<file path="config.mk">
export PLATFORM = sky130hd
export DESIGN_NAME = selftest_status_reporter
export DESIGN_NICKNAME = d
export VERILOG_FILES = /design/src/selftest_pkg.sv /design/src/code_rom.sv /design/src/selftest_status_reporter.sv
export SDC_FILE = /design/constraint.sdc
export NUM_CORES = 1
export LEC_CHECK = 0
export BUFFER_PORTS_ARGS = -buffer_cell sky130_fd_sc_hd__buf_2
export CORE_MARGIN = 2
export CORE_UTILIZATION = 52
export CTS_BUF_LIST = sky130_fd_sc_hd__clkbuf_8
export DETAILED_ROUTE_END_ITERATION = 6
export PLACE_DENSITY = 0.75
export RECOVER_POWER = 100
export SLEW_MARGIN = 20
export SYNTH_ARGS = -nofsm -noshare
export SYNTH_HDL_FRONTEND = slang
export SYNTH_HIERARCHICAL = 1
export SYNTH_SLANG_ARGS = --single-unit
export TNS_END_PERCENT = 30
</file>
<file path="constraint.sdc">
create_clock -name sys_clk_i -period 3.1 [get_ports sys_clk_i]
set_input_delay 0.62 -clock sys_clk_i [delete_from_list [all_inputs] [get_ports sys_clk_i]]
set_output_delay 0.62 -clock sys_clk_i [all_outputs]
set_load 0.01 [all_outputs]
</file>
<file path="src/selftest_pkg.sv">
// Constants for the self-test status reporter
// Behaviour
// - Lamps off before test, on after pass
// - Green lamp blinks while controller operative
// - Green lamp steady after any failure
// - Signal completion to start initialization
// - Pass pattern brief on online, then activity
// - After failure never answer bus selection
// - Burn-in loop reruns self-test until failure
// - Eight-bit test-code port, bits 7 to 0
// - Each step shows its code at start
// - Failing step code stays on port
// - Reset codes 00, 01, 02, 04
// - Processor and memory codes 40 to 46
// - Peripheral codes 80, 81, 83, 84, 85
// - Steps run in order, stop at failure
package selftest_pkg;
  localparam int unsigned CODE_W     = 8;
  localparam int unsigned STEP_COUNT = 16;
  localparam int unsigned STEP_W     = 4;
  localparam int unsigned CLK_HZ     = 25_000_000;
  // Blink half period and pass display time in ms
  localparam int unsigned BLINK_HALF_MS = 250;
  localparam int unsigned PASS_SHOW_MS  = 500;
  localparam int unsigned BLINK_HALF_CYC = CLK_HZ / 1000 * BLINK_HALF_MS;
  localparam int unsigned PASS_SHOW_CYC  = CLK_HZ / 1000 * PASS_SHOW_MS;
  localparam logic [STEP_W-1:0] STEP_LAST = 4'hf;
  localparam logic [STEP_W-1:0] STEP_ZERO = 4'h0;
  // Test code table, step order
  localparam logic [CODE_W-1:0] CODE_TABLE [STEP_COUNT] = '{
    8'h00, 8'h01, 8'h02, 8'h04,
    8'h40, 8'h41, 8'h42, 8'h43, 8'h44, 8'h45, 8'h46,
    8'h80, 8'h81, 8'h83, 8'h84, 8'h85};
  localparam logic [CODE_W-1:0] CODE_IDLE = 8'h00;

  typedef enum logic [2:0] {
    ST_CLEAR, ST_RUN, ST_WAIT, ST_PASS_SHOW, ST_ONLINE, ST_FAILED
  } phase_e;
endpackage : selftest_pkg

</file>
<file path="src/code_rom.sv">
// Registered lookup of the test code for each self-test step
`timescale 1ns/1ns
`default_nettype none
module code_rom (
  input  wire logic                              sys_clk_i,
  input  wire logic                              rst_n_i,
  input  wire logic [selftest_pkg::STEP_W-1:0]   step_i,
  output logic      [selftest_pkg::CODE_W-1:0]   code_o
);
  logic [selftest_pkg::CODE_W-1:0] next_code;

  // Table lookup
  always_comb begin
    next_code = selftest_pkg::CODE_TABLE[step_i];
  end

  // Read data from a register
  always_ff @(posedge sys_clk_i or negedge rst_n_i) begin
    if (!rst_n_i) begin
      code_o <= selftest_pkg::CODE_IDLE;
    end else begin
      code_o <= next_code;
    end
  end
endmodule : code_rom
`default_nettype wire

</file>
<file path="src/selftest_status_reporter.sv">
// Self-test sequencer driving status lamps and burn-in code port
`timescale 1ns/1ns
`default_nettype none
module selftest_status_reporter #(
  parameter int unsigned BLINK_HALF_CYC = selftest_pkg::BLINK_HALF_CYC,
  parameter int unsigned PASS_SHOW_CYC  = selftest_pkg::PASS_SHOW_CYC
) (
  input  wire logic                            sys_clk_i,
  input  wire logic                            rst_n_i,
  input  wire logic                            burn_in_select_strap_n_i,
  input  wire logic                            continuous_loop_strap_n_i,
  input  wire logic                            step_done_i,
  input  wire logic                            step_fail_i,
  input  wire logic                            online_ready_i,
  output logic                                 step_start_o,
  output logic [selftest_pkg::STEP_W-1:0]      step_index_o,
  output logic                                 selftest_done_o,
  output logic                                 selection_enable_o,
  output logic                                 green_activity_lamp_o,
  output logic                                 red_status_lamp_o,
  output logic [selftest_pkg::CODE_W-1:0]      test_code_n_o
);
  // Refuse timer settings the counters cannot serve
  if (BLINK_HALF_CYC < 1) begin : g_blink_chk
    $error("Blink half period must be at least one cycle");
  end

  if (PASS_SHOW_CYC < 1) begin : g_show_chk
    $error("Pass display time must be at least one cycle");
  end

  // Step index must reach every entry of the code table
  if (selftest_pkg::STEP_COUNT
      > (32'h1 << selftest_pkg::STEP_W)) begin : g_step_chk
    $error("Step index too narrow for the step table");
  end

  // Sequencer stops on the last table entry, not past it
  if (selftest_pkg::STEP_LAST
      != selftest_pkg::STEP_COUNT - 1) begin : g_last_chk
    $error("Last step does not match the step table");
  end

  // Shared end-of-count test; both timers count 0 to limit-1
  function automatic logic count_at_end(input logic [31:0] cnt,
                                        input int unsigned limit);
    count_at_end = (cnt == limit - 32'h1);
  endfunction : count_at_end

  selftest_pkg::phase_e              phase;
  selftest_pkg::phase_e              next_phase;
  logic [selftest_pkg::STEP_W-1:0]   step;
  logic [selftest_pkg::STEP_W-1:0]   next_step;
  logic [31:0]                       blink_cnt;
  logic [31:0]                       next_blink_cnt;
  logic                              blink_tick;
  logic [31:0]                       show_cnt;
  logic [31:0]                       next_show_cnt;
  logic                              blink;
  logic                              next_blink;
  logic                              next_start;
  logic                              next_done;
  logic                              next_sel;
  logic                              next_green;
  logic                              next_red;
  logic [selftest_pkg::CODE_W-1:0]   rom_code;
  logic [selftest_pkg::CODE_W-1:0]   next_code_n;
  logic                              loop_mode;
  logic                              last_step;

  // Continuous rerun needs both straps grounded
  assign loop_mode = !burn_in_select_strap_n_i
                     && !continuous_loop_strap_n_i;

  // Final entry of the code table reached
  assign last_step = (step == selftest_pkg::STEP_LAST);

  code_rom u_code_rom (
    .sys_clk_i (sys_clk_i),
    .rst_n_i   (rst_n_i),
    .step_i    (step),
    .code_o    (rom_code)
  );

  // Blink divider; one-cycle tick every half period
  // Free-running, so lamp phase is unrelated to the steps
  always_comb begin
    blink_tick     = count_at_end(blink_cnt, BLINK_HALF_CYC);
    next_blink_cnt = blink_tick ? 32'h0 : blink_cnt + 32'h1;
    next_blink     = blink_tick ? !blink : blink;
  end

  always_ff @(posedge sys_clk_i or negedge rst_n_i) begin
    if (!rst_n_i) begin
      blink_cnt <= 32'h0;
      blink     <= 1'b0;
    end else begin
      blink_cnt <= next_blink_cnt;
      blink     <= next_blink;
    end
  end

  // Sequencer: one step at a time, halt at first failure
  // Straps are looked at only when the last step passes,
  // so a strap moved mid-pass takes effect at the pass end
  always_comb begin
    next_phase    = phase;
    next_step     = step;
    next_show_cnt = show_cnt;
    next_start    = 1'b0;
    case (phase)
      selftest_pkg::ST_CLEAR: begin
        // One dark cycle before the first step starts
        next_phase = selftest_pkg::ST_RUN;
        next_step  = selftest_pkg::STEP_ZERO;
      end
      selftest_pkg::ST_RUN: begin
        next_start = 1'b1;
        next_phase = selftest_pkg::ST_WAIT;
      end
      selftest_pkg::ST_WAIT: begin
        if (step_fail_i) begin
          next_phase = selftest_pkg::ST_FAILED;
        end else if (step_done_i) begin
          if (!last_step) begin
            next_step  = step + 4'h1;
            next_phase = selftest_pkg::ST_RUN;
          end else if (loop_mode) begin
            next_step  = selftest_pkg::STEP_ZERO;
            next_phase = selftest_pkg::ST_RUN;
          end else begin
            next_phase = selftest_pkg::ST_PASS_SHOW;
          end
        end
      end
      selftest_pkg::ST_PASS_SHOW: begin
        // Count only once firmware reports online
        // Count is never cleared here: only reset comes back
        if (online_ready_i) begin
          if (count_at_end(show_cnt, PASS_SHOW_CYC)) begin
            next_phase = selftest_pkg::ST_ONLINE;
          end else begin
            next_show_cnt = show_cnt + 32'h1;
          end
        end
      end
      default: begin
        next_phase = phase; // Online and failed are terminal
      end
    endcase
  end

  // Output decode; all outputs registered
  // Decoded from the current phase, so every lamp and
  // status change lags the phase by one clock
  always_comb begin
    next_done   = (phase == selftest_pkg::ST_PASS_SHOW)
                  || (phase == selftest_pkg::ST_ONLINE);
    next_sel    = (phase == selftest_pkg::ST_ONLINE);
    next_green  = 1'b0;
    next_red    = 1'b0;
    // Failure keeps last shown code: port is not updated
    next_code_n = test_code_n_o;
    case (phase)
      selftest_pkg::ST_CLEAR: begin
        next_green = 1'b0;
        next_red   = 1'b0;
      end
      selftest_pkg::ST_RUN, selftest_pkg::ST_WAIT: begin
        next_green  = blink;
        next_code_n = ~rom_code;
      end
      selftest_pkg::ST_PASS_SHOW: begin
        next_green = 1'b1;
        next_red   = 1'b1;
      end
      selftest_pkg::ST_ONLINE: begin
        // Red falls dark by default, green back to activity
        next_green = blink;
      end
      selftest_pkg::ST_FAILED: begin
        // Lamps and code freeze; only a reset leaves
        next_green = 1'b1;
      end
      default: begin
        next_green = 1'b0;
      end
    endcase
  end

  // State and output registers
  // Outputs come straight from these flops, so the
  // fixture never sees decode glitches
  always_ff @(posedge sys_clk_i or negedge rst_n_i) begin
    if (!rst_n_i) begin
      phase                 <= selftest_pkg::ST_CLEAR;
      step                  <= selftest_pkg::STEP_ZERO;
      show_cnt              <= 32'h0;
      step_start_o          <= 1'b0;
      step_index_o          <= selftest_pkg::STEP_ZERO;
      selftest_done_o       <= 1'b0;
      selection_enable_o    <= 1'b0;
      green_activity_lamp_o <= 1'b0;
      red_status_lamp_o     <= 1'b0;
      test_code_n_o         <= ~selftest_pkg::CODE_IDLE;
    end else begin
      phase                 <= next_phase;
      step                  <= next_step;
      show_cnt              <= next_show_cnt;
      step_start_o          <= next_start;
      step_index_o          <= step;
      selftest_done_o       <= next_done;
      selection_enable_o    <= next_sel;
      green_activity_lamp_o <= next_green;
      red_status_lamp_o     <= next_red;
      test_code_n_o         <= next_code_n;
    end
  end
endmodule : selftest_status_reporter
`default_nettype wire

</file>
# --- Yosys cells after proc, flatten, opt, wreduce, memory -nomap -nowiden ---
# Memories as Yosys holds them, arrays and structs flattened. A register that Yosys moved wholly into a read port is not among the register bits.
# Cells that the tools add are included.
# W data, S select, Z words.
totals:
  mem_count: 1
  elab_cells: 64
  out_inout_bits: 17
  reg_bits: 89
  rom_bits: 128
  in_bits: 7
classes:
  reduce_logical: 15
  n_mux: 16
  eq_ne: 14
  bitwise: 3
  n_addsub: 3
memory_table:
  columns: ["memory", "depth", "word_bits", "rd", "rd_clocked_by_memory_dff", "write_ports", "line_no", "rtl"]
  rows:
  - ["(name not given)", 16, 8, 1, 1, 0, "code_rom.sv:14", "next_code = selftest_pkg::CODE_TABLE[step_i];"]
op_table:
  columns: ["operator", "count"]
  rows:
  - ["$add A32 B1 Y32 const B", 2]
  - ["$eq A32 B23 Y1 const B", 1]
  - ["$eq A32 B24 Y1 const B", 1]
  - ["$mux W32", 1]
  - ["$mux W4", 4]
  - ["$mux W3", 4]
  - ["$pmux W3 S4", 1]
  - ["$ne A2 B2 Y1 const B", 4]
  - ["$not A8 Y8", 1]
  - ["$pmux W4 S2", 1]
  - ["$reduce_and A4 Y1", 2]
  - ["$eq A3 B2 Y1 const B", 2]
  - ["$eq A3 B3 Y1 const B", 2]
  - ["$ne A3 B3 Y1 const B", 2]
  - ["$not A4 Y5", 1]
  - ["$add A4 B1 Y4 const B", 1]
  - ["$eq A4 B4 Y1 const B", 1]
  - ["$logic_not A1 Y1", 4]
  - ["$mux W2", 2]
  - ["$reduce_bool A4 Y1", 1]
  - ["$reduce_or A2 Y1", 2]
  - ["$eq A3 B1 Y1 const B", 1]
  - ["$logic_not A3 Y1", 1]
  - ["$reduce_and A3 Y1", 1]
  - ["other kinds (7)", 8]

# --- Depth between registers and ports, before layout ---
# Gate-level depths: netlist of run 1.
logic_depth:
  depth_word: 7
  ltp_mapped: 7
  ltp_nobuf: 6

# --- Modules after synthesis ---
# Netlist of run 1, hierarchy kept.
by_module_without_submodules:
  columns: ["module", "cells_each", "area_each_um2", "seq_area_each_um2", "instances"]
  rows:
  - ["selftest_status_reporter", 393, 4204.0, 2237.1, 1]
  - ["code_rom", 24, 240.2, 125.1, 1]

# --- Worst setup path before layout of run 1 ---
# OpenSTA, ideal clock, no wires.
synth_timing:
  kind: "reg-to-reg"
  from: "reg show_cnt[25]"
  to: "reg show_cnt[1]"
  setup_time_ns: 0.125
  n_path_buf: 0
  setup_slack_ns: 0.907
  period_less_slack_ns: 2.193
  path_stages_with_launch: 6
  t_arrival_ns: 2.068
  required_time_ns: 2.975
  cell_sequence: "dfrtp_1 -> or4_1 -> or4_4 -> nor4_4 -> nor2_2 -> mux2_4"
synth_between:
  elab_chain_cells: 3
synth_lines:
  columns: ["element", "line_no", "rtl"]
  rows:
  - ["start, declared", "selftest_status_reporter.sv:57", "logic [31:0] show_cnt;"]
  - ["start signal, assigned", "selftest_status_reporter.sv:209", "show_cnt <= next_show_cnt;"]
  - ["$eq A32 B24 Y1", "selftest_status_reporter.sv:47", "count_at_end = (cnt == limit - 32'h1);"]
  - ["$not A1 Y1 (no line)", null, null]
  - ["$reduce_and A3 Y1 (no line)", null, null]
# No other way between the ends.
# A chain may end at the register's enable or synchronous reset.

# --- Worst setup path after layout of run 1 ---
layout_timing:
  from: "reg blink_cnt[21]"
  to: "reg blink_cnt[19]"
layout_between:
  elab_chain_cells: 2
layout_lines:
  columns: ["element", "line_no", "rtl"]
  rows:
  - ["start, declared", "selftest_status_reporter.sv:54", "logic [31:0] blink_cnt;"]
  - ["start signal, assigned", "selftest_status_reporter.sv:98", "blink_cnt <= next_blink_cnt;"]
  - ["$eq A32 B23 Y1", "selftest_status_reporter.sv:47", null]
  - ["$mux W32", "selftest_status_reporter.sv:89", "next_blink_cnt = blink_tick ? 32'h0 : blink_cnt + 32'h1;"]
  - ["net next_blink_cnt[19]", "selftest_status_reporter.sv:55", "logic [31:0] next_blink_cnt;"]
# The timed path passes the listed nets, and every way through them passes these cells.

==> metrics.md, run 1 <==
| Metric | Value |
|---|---|
| Outcome | complete, but fails checks |
| Violations in the final reports | capacitance limit, slew limit |
| Fraction of layout instances using a drive strength above 1 | 8.705% |
| Number of standard cells in the layout, taps in and fillers out | 553 |
| Proportion of synthesized chip area in sequential cells | 53.15% |
| Largest net degree at the start of global routing | 54 |
| Cell count after synthesis | 417 |
| Max H-tree Level | 3 |
| Most common cell after layout, fill and taps aside | sky130_fd_sc_hd__dfrtp_1 |
| Ant. Diodes | 0 |
| Power per unit of standard cell area | 465.6 mW/mm² |
| Hold Worst Slack | 0.3963 ns |
| Max-cap violations | 1 |
| Startpoint kind of the worst setup timing path | flip-flop |
| Post-CTS Setup Repair Bufs | 0 |
| Number of cells in the design after placement | 537 |
| Top cell family by delay on the critical path | simple AND/OR/NAND/NOR gates |
| First-pass GRT wire length | 13.91 mm |
| Number of antenna violations at the first check in global routing | 0 |
| Clock insertion delay at the later pin of the skew report | 0.35 ns |
| Num CTS Buffers | 9 |
| Pin slew with the least headroom to its limit | 2.248 ns |
| Type of the worst setup path | reg2reg |
| Die outline height | 96.45 µm |
| Number of nets in the finished design | 453 |
| Crit-path cells | nor4bb_1 > nand4_1 > nor4_1 > buf_4 > nor2_1 |
| Via count | 3,087 |
| Hold WC Path Type | reg2reg |
| RSZ-0062 raised after global routing | false |
| Post-Route M1 WL | 3.849 mm |
| Highest layer used for signal routing | met4 |
| Number of distinct library cells after synthesis | 51 |
| TritonCTS clock tree | yes |
| Achievable Freq | 0.4031 GHz |
| Clk sinks | 94 |
| Vias in the first global route | 2,981 |
| Post-Route Skew | 0.01042 ns |
| Tightest slew margin relative to the limit | -49.89% |
| First-pass DRT Iterations | 4 |
| Count of yosys warnings during synthesis | 6 |
| DR WL met3 | 211 µm |
| Final wirelength | 7.921 mm |
| Number of buffer and inverter stages on the critical path | 1 |
| Final-layout setup total negative slack | 0 ns |
| Number of setup violations in the final report | 0 |
| Met2 Routed Length | 3.781 mm |
| Post_cts resized | 0 |
| IO Count | 24 |
| RD Place Congestion | 0.8066 |
| Number of vias per cell | 5.582 |
| Overall overflow remaining after global route | 0 |
| Core outline area | 0.008258 mm² |
| Synth-to-layout area growth | 7.714% |
| Combined global-route utilization of all metal layers | 19.11% |
| Most frequent cells in the layout | 86 x sky130_fd_sc_hd__dfrtp_1, 39 x sky130_fd_sc_hd__nor2_1, 39 x sky130_fd_sc_hd__xor2_1, 24 x sky130_fd_sc_hd__xnor2_1, 23 x sky130_fd_sc_hd__nand3_1 |
| Time the final worst path needs with I/O delays and setup | 2.481 ns |
| Die Outline Area | 0.009303 mm² |
| Area post-placement | 0.004677 mm² |
| Area of all placed cells without fillers | 0.004787 mm² |
| Total standard cell area after synthesis | 0.004444 mm² |
| Clock-pin transition on the worst setup and hold timing paths | 0.09 ns |
| Setup Slack @ Placement | 0.7148 ns |
| Max Transition Viols Final | 42 |
| CP Data Required Time | 3.33 ns |
| Final number of hold-violating endpoints | 0 |
| # DRC | 0 |
| Slowest library cell on the worst path | sky130_fd_sc_hd__nor4_1 |
| Clock buffer depth | 2 |
| Footprint of the multi-input gates | 0.001923 mm² |
| Arrival time reported for the critical path endpoint | 2.71 ns |
| Total leakage power | 2.191 nW |
| Initial Utilization | 53.82% |
| Total of fill cells in the finished design | 712 |
| Post-route fraction of the period consumed by the critical path | 80.02% |
| Worst IR Drop VDD | 0.0002809 V |
| Detailed-placement wirelength estimate | 5.420 mm |
| Post-Syn Area per Cell | 10.66 µm² |
| Final routed wire length divided by cell count | 14.32 µm |
| Final antenna-violating net count | 0 |
| Smallest setup slack after layout | 0.6194 ns |
| Storage element area | 0.002362 mm² |
| Horizontal extent of the die | 96.45 µm |
| Max Fanout on Critical Path | 10 |
| Drt initial violations | 174 |
| Number of core rows | 33 |
| Buffers on Ports | 23 |
| Count of hold buffers inserted by post-cts repair | 0 |
| Seq cells post-synth | 94 |
| Delay of the slowest cell on the worst path | 0.99 ns |
| CP Capture Type | flip-flop |
| Library cell used as clock root buffer | sky130_fd_sc_hd__clkbuf_8 |
## cell usage after synthesis, drive strengths merged
cell     number  area share [%]
nand2        19             1.6
or4           6             1.1
xnor2        24             4.7
o2bb2ai       1            0.20
o31ai         8             1.4
or2           3            0.42
nor2         39             3.4
a22o          7             1.4
nor4b         4            0.93
nand3        23             2.6
a21o          1            0.17
nand2b        2            0.28
xor2         39             7.7
and4          5            0.99
inv          13             1.1
nor4bb        1            0.23
a211oi        3            0.51
buf           6            0.99
a21bo         1            0.23
dfrtp        86              48
ha            3            0.84
nand4b        3            0.59
a31o          2            0.39
o41ai         1            0.20
o21ai        13             1.5
nand4        16             2.3
nor4         17             2.9
dfstp         8             4.7
and2          1            0.14
nor3b         4            0.79
nand3b        2            0.34
and3         12             1.7
clkbuf       10            0.84
conb          1           0.084
mux2          2            0.59
nor2b         6            0.84
a21oi         6            0.68
o2111ai       1            0.20
nor3         18             2.1
## report_power, final
group          internal (W)  total, W  switching [W]
Clock              0.000358  0.000745       0.000388
Combinational     0.0000658  0.000149      0.0000832
Sequential          0.00128   0.00133      0.0000589
Total               0.00170   0.00223       0.000530
## sequential cells by signal, summed over array words and instances (netlist names), 3 cells and up
name / count
step: 4
show_cnt: 32
phase: 3
blink_cnt: 32
step_index_o: 4
test_code_n_o: 8
u_code_rom/code_o: 5
## path summary, 6_finish.rpt
kind / from / to / slack [ns] / depth (start not counted)
hold reg to reg: u_code_rom/code_o[6] / test_code_n_o[6] / 0.40 / 1
max in group asynchronous: rst_n_i / step[0] / 0.88 / 1
hold / removal: u_code_rom/code_o[6] / test_code_n_o[6] / 0.40 / 1
setup / recovery: blink_cnt[21] / blink_cnt[19] / 0.62 / 5
min in group asynchronous: rst_n_i / show_cnt[15] / 0.93 / 1
setup reg to reg: blink_cnt[21] / blink_cnt[19] / 0.62 / 5
## logic make-up after synthesis
logic type	after synthesis	synth area share, %
AND/OR/NAND/NOR	181	23.14
AO/OA/AOI/OAI	44	6.841
XOR/XNOR	63	12.42
buffers and inverters	29	2.928
adder cells (fa/ha/maj)	3	0.8447
flip-flops	94	53.15
multiplexers	2	0.5911
other	1	0.08438
## area by class of cell
type | instances | area share (%)
timing repair buffer | 29 | 3.006
clock buffer | 9 | 2.588
inverter | 13 | 1.019
clock inverter | 7 | 1.124
tap | 105 | 2.744
multi-input combinational | 296 | 40.17
sequential | 94 | 49.35
## metal layers
metal,track usage [%],vias to the layer above
met5,0,-
met4,6.455,0
met3,3.646,7
met2,29.92,41
met1,26.97,1507
li1,-,1532
## per-stage QoR
| stage | util (%) | total power (W) |
|---|---|---|
| after floorplan | - | 0.001456 |
| after global placement | 56.64 | 0.001508 |
| after detailed placement | 56.64 | 0.001516 |
| after CTS | 58.79 | 0.002269 |
| after global routing | 57.97 | 0.002346 |
| final | 57.97 | 0.002229 |
Power figures use the tool's default switching activity.
==> run 2: changes to the inputs <==
--- a/config.mk
+++ b/config.mk
@@ -10,7 +10,7 @@
 export CORE_UTILIZATION = 52
 export CTS_BUF_LIST = sky130_fd_sc_hd__clkbuf_8
 export DETAILED_ROUTE_END_ITERATION = 6
-export PLACE_DENSITY = 0.75
+export PLACE_DENSITY = 0.77
 export RECOVER_POWER = 100
 export SLEW_MARGIN = 20
 export SYNTH_ARGS = -nofsm -noshare
==> constraint.sdc (replaced) <==
create_clock -name sys_clk_i -period 2.1 [get_ports sys_clk_i]
set_input_delay 0.42 -clock sys_clk_i [delete_from_list [all_inputs] [get_ports sys_clk_i]]
set_output_delay 0.42 -clock sys_clk_i [all_outputs]
set_load 0.01 [all_outputs]
==> metrics.md, run 2 (synthesized netlist as in run 1, its figures left out) <==
| Metric | Value |
|---|---|
| Startpoint kind of the worst setup timing path | flip-flop |
| Hold WC Path Type | in2reg |
| Time the final worst path needs with I/O delays and setup | 2.241 ns (-0.2400 ns) |
| Max H-tree Level | 3 (unchanged) |
| Tightest slew margin relative to the limit | 15.96% (+66 points) |
| Drt initial violations | 160 (-8.0%) |
| Synth-to-layout area growth | 11.63% |
| Worst IR Drop VDD | 0.0004180 V (+49%) |
| Final wirelength | 8.623 mm (+8.9%) |
| CP Data Required Time | 2.32 ns (-1.01 ns) |
| Vias in the first global route | 3,198 (+7.3%) |
| Smallest setup slack after layout | -0.1407 ns (-0.7600 ns) |
| Outcome | complete, but fails checks |
| CP Capture Type | flip-flop |
| Final number of hold-violating endpoints | 0 (unchanged) |
| Final routed wire length divided by cell count | 14.94 µm (+4.3%) |
| Type of the worst setup path | reg2reg |
| RD Place Congestion | 0.8523 (+5.7%) |
| Max Fanout on Critical Path | 9 (-1) |
| R2r setup slk | -0.14 ns (-0.76 ns) |
| Num CTS Buffers | 9 (unchanged) |
| Max Transition Viols Final | 0 (-100%) |
| Total leakage power | 2.283 nW (+4.2%) |
| Clock buffer depth | 2 (unchanged) |
| Post-route fraction of the period consumed by the critical path | 106.7% (+27 points) |
| Combined global-route utilization of all metal layers | 19.78% (+0.67 points) |
| Hold Worst Slack | 0.3947 ns (-0.001614 ns) |
| Power per unit of standard cell area | 672.9 mW/mm² (+45%) |
| Clock insertion delay at the later pin of the skew report | 0.36 ns (about the same) |
| Ant. Diodes | 0 (unchanged) |
| Final antenna-violating net count | 0 (unchanged) |
| First-pass DRT Iterations | 4 (unchanged) |
| Die outline height | 96.45 µm (unchanged) |
| Max-cap violations | 0 (-1) |
| IO Count | 24 (unchanged) |
| Number of setup violations in the final report | 18 (+18) |
| # DRC | 0 (unchanged) |
| First-pass GRT wire length | 14.34 mm (+3.1%) |
| Arrival time reported for the critical path endpoint | 2.46 ns (-0.25 ns) |
| Core outline area | 0.008258 mm² (unchanged) |
| Fraction of the core area covered by cells at the end of the flow | 60.08% (+2.1 points) |
| Buffers on Ports | 23 (unchanged) |
| Fraction of layout instances using a drive strength above 1 | 13.77% (+5.1 points) |
| Initial Utilization | 53.82% (unchanged) |
| Horizontal extent of the die | 96.45 µm (unchanged) |
| Pin slew with the least headroom to its limit | 1.261 ns (-0.9877 ns) |
| Clk sinks | 94 (unchanged) |
| Leading registers by flop count | blink_cnt: 32 flops, show_cnt: 32 flops, test_code_n_o: 8 flops |
| RSZ-0062 raised after global routing | true |
| Detailed-placement wirelength estimate | 5.884 mm (+8.6%) |
| Violations in the final reports | setup timing |
| Post-Route Skew | 0.01717 ns (+0.006757 ns) |
| TritonCTS clock tree | yes |
| Number of vias per cell | 5.681 (+1.8%) |
| Most common cell after layout, fill and taps aside | sky130_fd_sc_hd__dfrtp_1 |
| Most frequent cells in the layout | 86 x sky130_fd_sc_hd__dfrtp_1, 39 x sky130_fd_sc_hd__xor2_1, 38 x sky130_fd_sc_hd__nor2_1, 24 x sky130_fd_sc_hd__xnor2_1, 23 x sky130_fd_sc_hd__nand3_1 |
| Number of standard cells in the layout, taps in and fillers out | 577 (+4.3%) |
| Number of cells in the design after placement | 560 (+4.3%) |
| Die Outline Area | 0.009303 mm² (unchanged) |
| Number of core rows | 33 (unchanged) |
| Via count | 3,278 (+6.2%) |
| Number of nets in the finished design | 477 (+5.3%) |
| Final Power | 0.003338 W (+50%) |
| Achievable Freq | 0.4463 GHz (+11%) |
| Clock-pin transition on the worst setup and hold timing paths | 0.10 ns (about the same) |
| Largest net degree at the start of global routing | 95 (+76%) |
| Number of antenna violations at the first check in global routing | 0 (unchanged) |
| Final-layout setup total negative slack | -1.489 ns (-1.489 ns) |
| Library cell used as clock root buffer | sky130_fd_sc_hd__clkbuf_8 |
| Overall overflow remaining after global route | 0 (unchanged) |
| Count of hold buffers inserted by post-cts repair | 0 (unchanged) |
## run 2: path summary, 6_finish.rpt
kind,start,end,cells after the start
worst max-delay path,show_cnt[22],show_cnt[19],6
worst min-delay path,online_ready_i,phase[0],3
worst max register to register,show_cnt[22],show_cnt[19],6
worst min register to register,u_code_rom/code_o[1],test_code_n_o[1],1
max in group asynchronous,rst_n_i,blink_cnt[15],2
min in group asynchronous,rst_n_i,phase[2],2
## run 2: layer usage
metal	GRT usage, %	share of wire [%]
met1	26.94	46
met2	31.60	49
met3	3.258	3.3
met4	8.451	1.3
met5	0	0
## run 2: repair_timing
action / 4_1_cts / 5_1_grt
endpoints found under the setup margin: 25 / 17
pin swaps: 2 / 2
setup buffers: 0 / 1
resized for setup: 2 / 1
## run 2: critical path: stages, from the launching register on
cell	delay, ns
sky130_fd_sc_hd__dfrtp_1	0.39
sky130_fd_sc_hd__or4_1	0.53
sky130_fd_sc_hd__or4_4	0.54
sky130_fd_sc_hd__nor4_4	0.24
sky130_fd_sc_hd__buf_6	0.20
sky130_fd_sc_hd__nor3_1	0.07
sky130_fd_sc_hd__xor2_1	0.15
## run 2: layout make-up
| type | instances | area [µm²] |
|---|---|---|
| Clock inverter | 7 | 56.30 |
| Inverter | 13 | 48.80 |
| Clock buffer | 9 | 123.9 |
| Multi-Input combinational cell | 296 | 1952 |
| Tap cell | 105 | 131.4 |
| Sequential cell | 94 | 2362 |
| Timing Repair Buffer | 53 | 286.5 |
| Fill cell | 690 | 3297 |
## run 2: metrics by stage
| step | setup slack [ns] | area, µm² |
|---|---|---|
| floorplan | -0.05245 | 4452 |
| global placement | -0.08470 | 4850 |
| detailed placement | -0.1274 | 4850 |
| CTS | -0.1440 | 5037 |
| global route | -0.1972 | 4961 |
| finish | -0.1407 | 4961 |
## run 2: where the power goes
part | leakage, nW | internal [W] | switching, W
clock | 0.0838 | 0.000442 | 0.000663
combinational | 0.992 | 0.000128 | 0.000152
sequential | 1.21 | 0.00188 | 0.0000701
==> run 3: changes to the inputs <==
--- a/config.mk
+++ b/config.mk
@@ -7,10 +7,10 @@
 export LEC_CHECK = 0
 export BUFFER_PORTS_ARGS = -buffer_cell sky130_fd_sc_hd__buf_2
 export CORE_MARGIN = 2
-export CORE_UTILIZATION = 52
+export CORE_UTILIZATION = 57
 export CTS_BUF_LIST = sky130_fd_sc_hd__clkbuf_8
 export DETAILED_ROUTE_END_ITERATION = 6
-export PLACE_DENSITY = 0.77
+export PLACE_DENSITY = 0.83
 export RECOVER_POWER = 100
 export SLEW_MARGIN = 20
 export SYNTH_ARGS = -nofsm -noshare
==> metrics.md, run 3 (synthesized netlist as in run 1, its figures left out) <==
| Metric | Value |
|---|---|
| Outcome | complete, but fails checks |
| Violations in the final reports | setup timing |
| Library cell used as clock root buffer | sky130_fd_sc_hd__clkbuf_8 |
| Final antenna-violating net count | 0 (unchanged) |
| Number of setup violations in the final report | 28 (+10) |
| Area of all placed cells without fillers | 0.005076 mm² (+2.3%) |
| Synth-to-layout area growth | 14.22% |
| Worst IR Drop VDD | 0.0006266 V (+50%) |
| Drt initial violations | 192 (+20%) |
| Clock insertion delay at the later pin of the skew report | 0.37 ns (about the same) |
| Achievable Freq | 0.4328 GHz (-3.0%) |
| Via count | 3,300 (+0.67%) |
| Combined global-route utilization of all metal layers | 22.62% (+2.8 points) |
| Overall overflow remaining after global route | 0 (unchanged) |
| Max Transition Viols Final | 0 (unchanged) |
| Slowest library cell on the worst path | sky130_fd_sc_hd__or4_4 |
| Startpoint kind of the worst setup timing path | flip-flop |
| Number of nets in the finished design | 483 (+1.3%) |
| Leading registers by flop count | blink_cnt: 32 flops, show_cnt: 32 flops, test_code_n_o: 8 flops |
| Internal power summed over all cells | 0.002476 W (+0.94%) |
| Area post-placement | 0.004868 mm² (+0.39%) |
| Buffers on Ports | 23 (unchanged) |
| Delay of the slowest cell on the worst path | 0.53 ns (about the same) |
| Crit-path cells | buf_4 > buf_6 > or4_4 > or4_4 > o21ai_4 > buf_6 > nor4_1 > xor2_1 |
| Max-cap violations | 0 (unchanged) |
| Switching pwr | 0.0009122 W (+3.0%) |
| Post-Route Skew | 0.02129 ns (+0.004115 ns) |
| Clock-pin transition on the worst setup and hold timing paths | 0.11 ns (about the same) |
| Number of cells on the critical path | 8 (+2) |
| Ant. Diodes | 0 (unchanged) |
| Num CTS Buffers | 9 (unchanged) |
| Fraction of layout instances using a drive strength above 1 | 16.74% (+3.0 points) |
| Detailed-placement wirelength estimate | 6.161 mm (+4.7%) |
| Number of vias per cell | 5.690 (+0.15%) |
| Max Fanout on Critical Path | 7 (-2) |
| Final wirelength | 8.887 mm (+3.1%) |
| Horizontal extent of the die | 92.30 µm (-4.3%) |
| Core outline area | 0.007647 mm² (-7.4%) |
| Count of hold buffers inserted by post-cts repair | 0 (unchanged) |
| Hold WC Path Type | in2async |
| First-pass DRT Iterations | 4 (unchanged) |
| Logic gate share of total power | 8.7% (+0.3 points) |
| Final number of hold-violating endpoints | 0 (unchanged) |
| Type of the worst setup path | reg2reg |
| Die outline height | 92.30 µm (-4.3%) |
| Total leakage power | 2.333 nW (+2.2%) |
| # DRC | 0 (unchanged) |
| Die Outline Area | 0.008519 mm² (-8.4%) |
| CP Capture Type | flip-flop |
| Most frequent cells in the layout | 86 x sky130_fd_sc_hd__dfrtp_1, 39 x sky130_fd_sc_hd__xor2_1, 37 x sky130_fd_sc_hd__nor2_1, 25 x sky130_fd_sc_hd__clkbuf_1, 24 x sky130_fd_sc_hd__xnor2_1 |
| Smallest setup slack after layout | -0.2103 ns (-0.06964 ns) |
| Top cell family by delay on the critical path | simple AND/OR/NAND/NOR gates |
| Final routed wire length divided by cell count | 15.32 µm (+2.5%) |
| Tightest slew margin relative to the limit | 27.48% (+12 points) |
| Max H-tree Level | 3 (unchanged) |
| Pin slew with the least headroom to its limit | 1.088 ns (-0.1728 ns) |
| Number of buffer and inverter stages on the critical path | 3 (+2) |
| Clock share of power | 33.7% (+0.6 points) |
| Fraction of the core area covered by cells at the end of the flow | 66.38% (+6.3 points) |
| R2r setup slk | -0.21 ns (-0.07 ns) |
| Clk sinks | 94 (unchanged) |
| Number of antenna violations at the first check in global routing | 0 (unchanged) |
| Time the final worst path needs with I/O delays and setup | 2.310 ns (+0.06964 ns) |
| IO Count | 24 (unchanged) |
| CP Data Required Time | 2.32 ns (about the same) |
| Post-route fraction of the period consumed by the critical path | 110.0% (+3.3 points) |
| First-pass GRT wire length | 15.24 mm (+6.3%) |
| Largest net degree at the start of global routing | 46 (-52%) |
| Power per unit of standard cell area | 667.4 mW/mm² (-0.81%) |
| Most common cell after layout, fill and taps aside | sky130_fd_sc_hd__dfrtp_1 |
| Vias in the first global route | 3,274 (+2.4%) |
| Proportion of power drawn by flip-flops and latches | 57.6% (-0.9 points) |
| Worst Reg-to-Reg Cells | 8 (+2) |
| Number of core rows | 32 (-3.0%) |
| RD Place Congestion | 0.8682 (+1.9%) |
| Switching share of power | 26.92% (+0.40 points) |
| RSZ-0062 raised after global routing | true |
| Total of fill cells in the finished design | 584 (-15%) |
| TritonCTS clock tree | yes |
| Initial Utilization | 58.12% (+4.3 points) |
| Arrival time reported for the critical path endpoint | 2.53 ns (+0.07 ns) |
| Clock buffer depth | 2 (unchanged) |
[run 3: cell count changes in the layout (fill, tap and decap cells not counted), moves of 2 or more]
cell	before	now
sky130_fd_sc_hd__dfstp_1	4	1
sky130_fd_sc_hd__or4_4	1	4
sky130_fd_sc_hd__buf_4	14	20
sky130_fd_sc_hd__buf_6	1	4
sky130_fd_sc_hd__dfstp_2	4	7
sky130_fd_sc_hd__buf_2	9	6
sky130_fd_sc_hd__nor3_1	17	12
sky130_fd_sc_hd__inv_6	1	3
sky130_fd_sc_hd__clkinvlp_4	3	1
sky130_fd_sc_hd__or4_1	5	2
sky130_fd_sc_hd__nor3_2	1	5
sky130_fd_sc_hd__clkbuf_4	3	0
sky130_fd_sc_hd__clkbuf_1	22	25
[run 3: stage by stage]
stage          power (W)  cells  TNS [ns]  setup slack (ns)  hold WS [ns]
6_report        0.003388    580    -4.559           -0.2103        0.2448
5_1_grt         0.003544    580    -6.401           -0.2615        0.3491
4_1_cts         0.003411    579    -3.393           -0.1686       0.05457
3_5_place_dp    0.002283    560    -1.616           -0.1432        0.3845
3_3_place_gp    0.002260    560    -1.360           -0.1194        0.3790
2_1_floorplan   0.002149    419   -0.5364          -0.05245        0.1244
[run 3: path summary, 6_finish.rpt]
kind | from | end
setup / recovery | show_cnt[25] | show_cnt[14]
setup reg to reg | show_cnt[25] | show_cnt[14]
min in group sys_clk_i | step_fail_i | phase[1]
hold / removal | rst_n_i | blink_cnt[6]
max in group asynchronous | rst_n_i | show_cnt[15]
hold reg to reg | u_code_rom/code_o[7] | test_code_n_o[7]
[run 3: per-layer routing]
layer | up-vias | part of all wire (%) | wire length [µm] | GRT usage, %
met5 | - | 0 | 0 | 0
met4 | 0 | 1.7 | 152 | 7.836
met3 | 14 | 2.5 | 224 | 4.150
met2 | 52 | 49 | 4399 | 36.07
met1 | 1642 | 46 | 4111 | 31.49
li1 | 1592 | - | - | -
[run 3: layout make-up]
cell class,count,area [µm²],area share [%]
flip-flops and latches,94,2362,46.54
multi-input cells,296,2013,39.66
repair buffers,59,339.1,6.680
well taps,102,127.6,2.514
clock buffers,9,123.9,2.440
clock inverters,7,61.31,1.208
inverters,13,48.80,0.9613
[run 3: power by group through the flow]
stage	Combinational, W	Sequential (W)	Clock (W)
final	0.000294	0.00195	0.00114
after global routing	0.000331	0.00196	0.00125
after CTS	0.000298	0.00195	0.00116
after detailed placement	0.000296	0.00199	0
after global placement	0.000279	0.00198	0
after floorplan	0.000163	0.00199	0
[run 3: timing repair]
action	in CTS	in global routing
endpoints found under the setup margin	19	28
gates resized for setup	4	13
buffers inserted	3	1
pin swaps	5	5
